File: src/logic/range_compare_defines.svh
// constants for the range-compare flag unit
`ifndef RANGE_COMPARE_DEFINES_SVH
`define RANGE_COMPARE_DEFINES_SVH

// =====================================================================
// function codes
`define RC_OP_SINGLE 8'h58
`define RC_OP_DOUBLE 8'h74

// =====================================================================
// widths
`define RC_WORD_W 16
`define RC_DWORD_W 32
`define RC_OP_W 8
`define RC_FLAG_W 8

// =====================================================================
// flag bit positions in the flag write word
`define RC_BIT_ER 0
`define RC_BIT_GT 1
`define RC_BIT_EQ 2
`define RC_BIT_LT 3
`define RC_BIT_GE 4
`define RC_BIT_NE 5
`define RC_BIT_LE 6
`define RC_BIT_N 7

// =====================================================================
// reset value and zero-extension word
`define RC_FLAG_RST 1'h0
`define RC_UPPER_ZERO 16'h0000

`endif

File: src/logic/range_compare_pkg.sv
// types shared by the range-compare flag unit
`include "range_compare_defines.svh"

package range_compare_pkg;

  typedef logic [`RC_WORD_W-1:0] word_t;
  typedef logic [`RC_DWORD_W-1:0] dword_t;

  // decoded instruction kind
  typedef enum logic [1:0]
  {
    OP_NONE = 2'b00,
    OP_SINGLE = 2'b01,
    OP_DOUBLE = 2'b11
  } op_kind_t;

endpackage

File: src/logic/range_compare_flag_unit.sv
// range-compare datapath driving the condition flags
`include "range_compare_defines.svh"

// Function
// - single form takes three 16-bit words
// - double form: higher-address word is upper half
// - error flag when lower exceeds upper limit
// - greater flag alone when value exceeds upper and lower does not exceed upper
// - equals flag when value within inclusive range
// - less flag alone when value below lower and lower does not exceed upper
// - other four flags keep previous values
module range_compare_flag_unit
  import range_compare_pkg::*;
(
  // clock and reset
  input wire logic clock_i,
  input wire logic sys_rst_i,
  // instruction request from the sequencer
  input wire logic exec_i,
  input wire logic [`RC_OP_W-1:0] opcode_i,
  // operand words, lo at the lower address
  input wire word_t comparison_value_lo_i,
  input wire word_t comparison_value_hi_i,
  input wire word_t lower_limit_lo_i,
  input wire word_t lower_limit_hi_i,
  input wire word_t upper_limit_lo_i,
  input wire word_t upper_limit_hi_i,
  // flag load by other instructions
  input wire logic flag_wr_i,
  input wire logic [`RC_FLAG_W-1:0] flag_wdata_i,
  // completion
  output logic done_o,
  // condition flags
  output logic error_flag_o,
  output logic greater_than_flag_o,
  output logic equals_flag_o,
  output logic less_than_flag_o,
  output logic greater_or_equal_flag_o,
  output logic not_equal_flag_o,
  output logic less_or_equal_flag_o,
  output logic negative_flag_o
);

  // =====================================================================
  // opcode decode
  function automatic op_kind_t decode_op(input logic [`RC_OP_W-1:0] code);
    op_kind_t kind;
    kind = OP_NONE;
    if (code == `RC_OP_SINGLE)
      kind = OP_SINGLE;
    else if (code == `RC_OP_DOUBLE)
      kind = OP_DOUBLE;
    return kind;
  endfunction

  op_kind_t op_kind;
  logic run;
  logic is_double;
  word_t lo_words [3];
  word_t hi_words [3];
  dword_t operands [3];
  logic cmp_gt;
  logic cmp_eq;
  logic cmp_lt;
  logic cmp_err;

  assign op_kind = decode_op(opcode_i);
  assign run = exec_i && (op_kind != OP_NONE);
  assign is_double = (decode_op(opcode_i) == OP_DOUBLE);

  assign lo_words[0] = comparison_value_lo_i;
  assign lo_words[1] = lower_limit_lo_i;
  assign lo_words[2] = upper_limit_lo_i;
  assign hi_words[0] = comparison_value_hi_i;
  assign hi_words[1] = lower_limit_hi_i;
  assign hi_words[2] = upper_limit_hi_i;

  // =====================================================================
  // operand assembly
  genvar gi;
  generate
    for (gi = 0; gi < 3; gi++)
    begin : g_operand
      // single form zero-extends one word, double form joins two
      assign operands[gi] = is_double ? {hi_words[gi], lo_words[gi]}
                                      : {`RC_UPPER_ZERO, lo_words[gi]};
    end
  endgenerate

  // =====================================================================
  // comparator
  range_window_cmp u_cmp
  (
    .value_i(operands[0]),
    .low_i(operands[1]),
    .high_i(operands[2]),
    .gt_o(cmp_gt),
    .eq_o(cmp_eq),
    .lt_o(cmp_lt),
    .err_o(cmp_err)
  );

  // =====================================================================
  // result flags written by the range compare
  always_ff @(posedge clock_i)
  begin
    if (sys_rst_i)
    begin
      error_flag_o <= `RC_FLAG_RST;
      greater_than_flag_o <= `RC_FLAG_RST;
      equals_flag_o <= `RC_FLAG_RST;
      less_than_flag_o <= `RC_FLAG_RST;
    end
    else if (run)
    begin
      error_flag_o <= cmp_err;
      greater_than_flag_o <= cmp_gt;
      equals_flag_o <= cmp_eq;
      less_than_flag_o <= cmp_lt;
    end
    else if (flag_wr_i)
    begin
      error_flag_o <= flag_wdata_i[`RC_BIT_ER];
      greater_than_flag_o <= flag_wdata_i[`RC_BIT_GT];
      equals_flag_o <= flag_wdata_i[`RC_BIT_EQ];
      less_than_flag_o <= flag_wdata_i[`RC_BIT_LT];
    end
  end

  // =====================================================================
  // flags the range compare never touches
  always_ff @(posedge clock_i)
  begin
    if (sys_rst_i)
    begin
      greater_or_equal_flag_o <= `RC_FLAG_RST;
      not_equal_flag_o <= `RC_FLAG_RST;
      less_or_equal_flag_o <= `RC_FLAG_RST;
      negative_flag_o <= `RC_FLAG_RST;
    end
    // a range compare in the same cycle blocks the load
    else if (flag_wr_i && !run)
    begin
      greater_or_equal_flag_o <= flag_wdata_i[`RC_BIT_GE];
      not_equal_flag_o <= flag_wdata_i[`RC_BIT_NE];
      less_or_equal_flag_o <= flag_wdata_i[`RC_BIT_LE];
      negative_flag_o <= flag_wdata_i[`RC_BIT_N];
    end
  end

  // =====================================================================
  // completion pulse, flags valid with it
  always_ff @(posedge clock_i)
  begin
    if (sys_rst_i)
      done_o <= `RC_FLAG_RST;
    else
      done_o <= run;
  end

  // =====================================================================
  // checks
  property p_single_gt;
    @(posedge clock_i) disable iff (sys_rst_i)
    (exec_i && opcode_i == `RC_OP_SINGLE)
      |=> greater_than_flag_o == ($past(comparison_value_lo_i) > $past(upper_limit_lo_i));
  endproperty
  a_single_gt: assert property (p_single_gt)
    else $error("greater flag wrong after single compare");

  property p_single_lt;
    @(posedge clock_i) disable iff (sys_rst_i)
    (exec_i && opcode_i == `RC_OP_SINGLE)
      |=> less_than_flag_o == ($past(comparison_value_lo_i) < $past(lower_limit_lo_i));
  endproperty
  a_single_lt: assert property (p_single_lt)
    else $error("less flag wrong after single compare");

  property p_single_eq;
    @(posedge clock_i) disable iff (sys_rst_i)
    (exec_i && opcode_i == `RC_OP_SINGLE)
      |=> equals_flag_o == (($past(comparison_value_lo_i) >= $past(lower_limit_lo_i))
                            && ($past(comparison_value_lo_i) <= $past(upper_limit_lo_i)));
  endproperty
  a_single_eq: assert property (p_single_eq)
    else $error("equals flag wrong after single compare");

  property p_double_gt;
    @(posedge clock_i) disable iff (sys_rst_i)
    (exec_i && opcode_i == `RC_OP_DOUBLE)
      |=> greater_than_flag_o ==
          ({$past(comparison_value_hi_i), $past(comparison_value_lo_i)}
           > {$past(upper_limit_hi_i), $past(upper_limit_lo_i)});
  endproperty
  a_double_gt: assert property (p_double_gt)
    else $error("greater flag wrong after double compare");

  property p_double_err;
    @(posedge clock_i) disable iff (sys_rst_i)
    (exec_i && opcode_i == `RC_OP_DOUBLE)
      |=> error_flag_o ==
          ({$past(lower_limit_hi_i), $past(lower_limit_lo_i)}
           > {$past(upper_limit_hi_i), $past(upper_limit_lo_i)});
  endproperty
  a_double_err: assert property (p_double_err)
    else $error("error flag wrong after double compare");

  property p_single_err;
    @(posedge clock_i) disable iff (sys_rst_i)
    (exec_i && opcode_i == `RC_OP_SINGLE && lower_limit_lo_i > upper_limit_lo_i)
      |=> error_flag_o && !equals_flag_o;
  endproperty
  a_single_err: assert property (p_single_err)
    else $error("error flag missing after inverted limits");

  property p_exclusive;
    @(posedge clock_i) disable iff (sys_rst_i)
    (run && !cmp_err) |=> ($countones({greater_than_flag_o, equals_flag_o,
                                       less_than_flag_o}) == 1) && done_o;
  endproperty
  a_exclusive: assert property (p_exclusive)
    else $error("result flags not exclusive after compare");

  property p_hold_others;
    @(posedge clock_i) disable iff (sys_rst_i)
    run |=> $stable(greater_or_equal_flag_o) && $stable(not_equal_flag_o)
            && $stable(less_or_equal_flag_o) && $stable(negative_flag_o);
  endproperty
  a_hold_others: assert property (p_hold_others)
    else $error("untouched flag changed by range compare");

  property p_unsigned;
    @(posedge clock_i) disable iff (sys_rst_i)
    (exec_i && opcode_i == `RC_OP_SINGLE && comparison_value_lo_i[`RC_WORD_W-1]
     && !upper_limit_lo_i[`RC_WORD_W-1]) |=> greater_than_flag_o;
  endproperty
  a_unsigned: assert property (p_unsigned)
    else $error("top bit treated as sign");

  property p_done_pulse;
    @(posedge clock_i) disable iff (sys_rst_i)
    !run |=> !done_o;
  endproperty
  a_done_pulse: assert property (p_done_pulse)
    else $error("done without a range compare");

endmodule

File: src/logic/range_window_cmp.sv
// unsigned window comparator for the range-compare flag unit
module range_window_cmp
  import range_compare_pkg::*;
(
  // operands
  input wire dword_t value_i,
  input wire dword_t low_i,
  input wire dword_t high_i,
  // results
  output logic gt_o,
  output logic eq_o,
  output logic lt_o,
  output logic err_o
);

  // =====================================================================
  // magnitude compare
  always_comb
  begin
    gt_o = (value_i > high_i);
    lt_o = (value_i < low_i);
    eq_o = (value_i >= low_i) && (value_i <= high_i);
    err_o = (low_i > high_i);
  end

endmodule

File: config.mk
export PLATFORM = sky130hd
export DESIGN_NAME = range_compare_flag_unit
export DESIGN_NICKNAME = d
export VERILOG_FILES = /design/src/logic/range_compare_pkg.sv /design/src/logic/range_compare_flag_unit.sv /design/src/logic/range_window_cmp.sv
export VERILOG_INCLUDE_DIRS = /design/src /design/src/logic
export SDC_FILE = /design/constraint.sdc
export NUM_CORES = 1
export LEC_CHECK = 0
export ABC_AREA = 1
export BUFFER_PORTS_ARGS = -buffer_cell sky130_fd_sc_hd__buf_2
export CORE_AREA = 4 4 93 95
export CTS_BUF_LIST = sky130_fd_sc_hd__clkbuf_2 sky130_fd_sc_hd__clkbuf_4 sky130_fd_sc_hd__clkbuf_8
export DETAILED_ROUTE_END_ITERATION = 12
export DIE_AREA = 0 0 97 99
export GPL_TIMING_DRIVEN = 1
export MAX_ROUTING_LAYER = met4
export PLACE_DENSITY = 0.66
export SKIP_CTS_REPAIR_TIMING = 1
export SYNTH_ARGS = -nofsm -noshare
export SYNTH_HDL_FRONTEND = slang
export SYNTH_SLANG_ARGS = --single-unit
File: constraint.sdc
create_clock -name clock_i -period 2.4 [get_ports clock_i]
set_input_delay 0 -clock clock_i [delete_from_list [all_inputs] [get_ports clock_i]]
set_output_delay 0 -clock clock_i [all_outputs]
set_load 0.005 [all_outputs]
Yosys cells after proc, flatten, opt, wreduce, memory -nomap -nowiden
Cells that the tools add are included.

Register bits after elaboration: 9. Input bits: 116. Output and inout port bits: 9. Word-level logic and storage cells: 36.

Magnitude comparators: 5. Eq/ne operators: 3. Mux-type cells: 13. Reduce and logical (&&, ||, !) cells: 6.

Operator list (count): 2-to-1 mux 32 bit (3); greater-than comparator 32 bit (2); greater-or-equal comparator 32 bit (1); less-or-equal comparator 32 bit (1); less-than comparator 32 bit (1); equality test 8 x 7 -> 1 bit (second input constant) (2); 2-to-1 mux 1 bit (8); 2-to-1 mux 2 bit (2); nonzero test 2 bit (2); logical AND 1 bit (3); equality test 2 bit (second input constant) (1); zero test 1 bit (1).

Depth between registers and ports, before layout
Depth after elaboration: 8. Gate-level depth with buffers: 19.

Modules after synthesis
A second synthesis with hierarchy kept.

Cell total of the unflattened synthesis: 558. Area, all modules: 3380.7 um2.

By module, submodules not included: range_window_cmp (times used 1, cells each 384, area an instance 2468.6 um2, seq. area each 0.0 um2); range_compare_flag_unit (times used 1, cells each 174, area an instance 912.1 um2, seq. area each 180.2 um2).

Worst setup path after synthesis
OpenSTA, ideal clock, no wires.

Path type: input port to flip-flop. From: input port opcode_i[7]. To: register equals_flag_o. Data arrival time: 1.950 ns. Path slack: 0.328 ns. Cell stages on the path: 17. Path buffers: 2. Cells stage by stage: inv_1 > nand2_1 > nor2_4 > nand2_1 > buf_2 > buf_1 > nor2_1 > ha_1 > nand2_1 > nor3_1 > nand4_1 > nor2_1 > a21oi_2 > nand2_1 > nand2_1 > nand3_2 > a21oi_2.

Word-level cells in the longest chain between the ends: 8. Elaborated cells on any way between the ends: 15. Those cells by class: order compare: 2; eq/ne: 3; mux: 6; reduce/logical: 4.

RTL lines: start, declared (RTL line range_compare_flag_unit.sv:20) `` input wire logic [`RC_OP_W-1:0] opcode_i, ``; equality test 8 x 7 -> 1 bit (no line); 2-to-1 mux 2 bit (RTL line range_compare_flag_unit.sv:51) `` else if (code == `RC_OP_DOUBLE) ``; 2-to-1 mux 2 bit * (RTL line range_compare_flag_unit.sv:49) `` if (code == `RC_OP_SINGLE) ``; equality test 2 bit (RTL line range_compare_flag_unit.sv:69) `assign is_double = (decode_op(opcode_i) == OP_DOUBLE);`; 2-to-1 mux 32 bit (RTL line range_compare_flag_unit.sv:85) `assign operands[gi] = is_double ? {hi_words[gi], lo_words[gi]}`; greater-or-equal comparator 32 bit or less-or-equal comparator 32 bit (tied branches) (RTL line range_window_cmp.sv:22) `eq_o = (value_i >= low_i) && (value_i <= high_i);`; logical AND 1 bit (RTL line range_window_cmp.sv:22); 2-to-1 mux 1 bit (RTL line range_compare_flag_unit.sv:114) `else if (run)`; end signal, assigned (RTL line range_compare_flag_unit.sv:111) `` equals_flag_o <= `RC_FLAG_RST; ``; end signal, assigned (RTL line range_compare_flag_unit.sv:118) `equals_flag_o <= cmp_eq;`; end signal, assigned (RTL line range_compare_flag_unit.sv:125) `` equals_flag_o <= flag_wdata_i[`RC_BIT_EQ]; ``; end, declared (RTL line range_compare_flag_unit.sv:36) `output logic equals_flag_o,`.

Every way passes the cells marked *; elsewhere a longest branch is shown, timed or not. A chain may end at the register's enable or synchronous reset.

Worst setup path after layout
From: input port opcode_i[3]. To: register equals_flag_o.

Same word-level chain as after synthesis.

==> run metrics <==
simple logic cell fraction of the synthesized area 29.39%; most frequent cells in the layout buf_2 (124), nand2_1 (109), ha_1 (94), inv_1 (84), nor2_1 (47); Met2 Routed Length 4068 um; htree depth 1; port bufs 124; sequential area share after synthesis 5.928%; pre-CTS WS 0.03737 ns; initial antenna violation count 0; commonest non-fill, non-tap cell in the layout buf_2; Crit. End Element flip-flop; CP required 2.56 ns; total congestion overflow 0; Sum Neg Setup Slack 0 ns; final net count 816; routed len/inst 12.00 um; Net Switching 0.0002554 W; fin crit share 87.83%; diode count 0; first-pass GRT wire length 14930 um; Final Setup Violations 0; worst-case clock skew 0 ns; Initial DRT Pass Iterations 5; clock share of power 25.8%; Max-Cap Viols 0; layout cell share with drive strength beyond 1 24.30%; routed via count 3432; CTS Sinks 9; post-synthesis register bit count 9; post-synthesis mux area share 0%; Critical Path Start Type primary input; CTS tree done; Net Sw Frac 35.70%; Min-Delay Path Class primary input to flip-flop; DIE HEIGHT 99 um; Max Clk Rate 474.4 MHz; CTS buffer count 3; Highest Signal Layer met4; R2R Path Start equals_flag_o; main combinational cell family by area after synthesis adder cells; final hold violation count 0; CP arrival 2.27 ns; Tmin final 2.108 ns; total of warnings raised by yosys 0; Worst-Margin Slew 0.3706 ns; Avg Synthesized Cell Area 6.385 um^2; worst-skew pair later-pin latency 0.22 ns; hpwl dp 7883 um; top post-synthesis cells by area ha_1 (39%), nand2_1 (13%), inv_1 (10%); Critical Path Start opcode_i[3]; die width 97 um; largest net degree at the start of global routing 23; core area 7727 um^2; Tot GR Track Use 18.26%; area grow syn2layout 27.46%; die area 9603 um^2; RSZ-0062 raised after global routing no; final WL 8481 um; # IOs 125; FP Rows 32; post-synthesis compound-gate area fraction 14.53%; post-synthesis adder-cell area fraction 38.70%; mean number of vias per cell 4.854; Post-Synthesis Cells 476; worst hold margin 0.003135 ns; Worst-path clk slew 0.05 ns; wl on met1 3887 um; Slew Viols, Final 0; distinct cell type count after synthesis 31; Worst Path Max Fanout 22; post-synthesis xor/xnor area fraction 0%; combinational power share 51.3%; register share of total power 22.8%; Internal 0.0004601 W; hold path startpoint flag_wdata_i[5]; status complete, no violations; slack of the critical path 0.2920 ns; power density cells 184.7 nW/um^2; total power draw 0.0007156 W; initial core utilization 39.33%; Mapped Area 3039 um^2; Routed Antenna Nets 0; initial DRC count 61; Yosys top cell area share 38.70%; Final Wtd Congestion 0.8516; slew margin rel. 75.10%; met3 WL post-DR 391 um; Setup Crit Path Kind primary input to flip-flop; Max IR drop VDD 158.0 uV; Post-Syn Nets 686; residual DRC count 0; Leakage 2.485 nW; Yosys top cell by area ha_1; vias in the first global route 3565; Root Driver clkbuf_8; clock buffer depth 2
-- final timing paths --
check                                         to  slack (ns)  cells past startpoint
worst min register to register  less_than_flag_o        0.50                      2
worst min-delay path            not_equal_flag_o       0.003                      3
worst max register to register     equals_flag_o        1.63                      2
worst max-delay path               equals_flag_o        0.29                     17
-- critical path, cell delays in order --
cell,delay [ns]
buf_2,0.10
inv_1,0.04
nand2_1,0.08
nor2_4,0.15
nand2_1,0.09
inv_1,0.12
buf_12,0.16
nand2_1,0.09
ha_1,0.30
nand2_1,0.10
nor4_1,0.30
nand3b_1,0.10
nor2_1,0.21
nand3_1,0.13
nand3_2,0.10
nand3_2,0.08
a21oi_2,0.11
-- area by class of cell --
type | instances | area (um^2)
sequential | 9 | 180.2
fill | 811 | 3854
inverter | 86 | 325.3
timing repair buffer | 130 | 680.7
tap | 102 | 127.6
multi-input combinational | 376 | 2511
clock buffer | 4 | 48.80
-- synth_stat cells --
cell type,count
inv_2,1
buf_1,1
a31oi_1,2
nand2_1,109
o211ai_1,2
buf_2,3
o221a_2,1
nor2_1,47
a21o_1,2
inv_4,1
nand4_2,2
a211oi_1,2
nand3b_1,1
nor3b_1,1
nand3_2,2
o21a_1,3
nor4_1,5
ha_1,94
o21ai_0,19
inv_1,84
nor3_1,5
nand4_1,12
nor2_4,3
nand2_2,1
and3_1,1
a21oi_1,44
o221ai_1,1
clkbuf_1,1
dfxtp_1,9
nand3_1,14
a21oi_2,3
-- per-stage QoR --
| stage | utilization (%) | cells | cell area, um^2 |
|---|---|---|---|
| floorplan | - | 476 | 3039 |
| global placement | 49.37 | 702 | 3815 |
| detailed placement | 49.37 | 702 | 3815 |
| CTS | 50.00 | 706 | 3864 |
| global route | 50.13 | 707 | 3874 |
| finish | 50.13 | 707 | 3874 |
-- layer usage --
metal / vias up / global-route usage (%)
li1: 1849 / -
met1: 1483 / 21.88
met2: 88 / 32.91
met3: 12 / 2.194
met4: 0 / 3.672
met5: - / -
-- flip-flops by register name, summed over array words and instances (netlist names) --
name / cells
done_o: 1
equals_flag_o: 1
error_flag_o: 1
greater_or_equal_flag_o: 1
greater_than_flag_o: 1
less_or_equal_flag_o: 1
less_than_flag_o: 1
negative_flag_o: 1
not_equal_flag_o: 1
-- power groups by stage --
stage	Combinational [W]	Clock [W]	Sequential [W]
after floorplan	0.000198	0	0.000167
after global placement	0.000358	0	0.000166
final	0.000367	0.000185	0.000163
after CTS	0.000371	0.000187	0.000164
after detailed placement	0.000367	0	0.000166
after global routing	0.000431	0.000195	0.000164
-- logic make-up (layout without fill, tap and decap cells) --
family / after synthesis / in the layout
flip-flops: 9 / 9
AND/OR/NAND/NOR: 203 / 203
AO/OA/AOI/OAI: 79 / 79
buffers and inverters: 91 / 220
adder cells (fa/ha/maj): 94 / 94
Power figures use the tool's default switching activity.
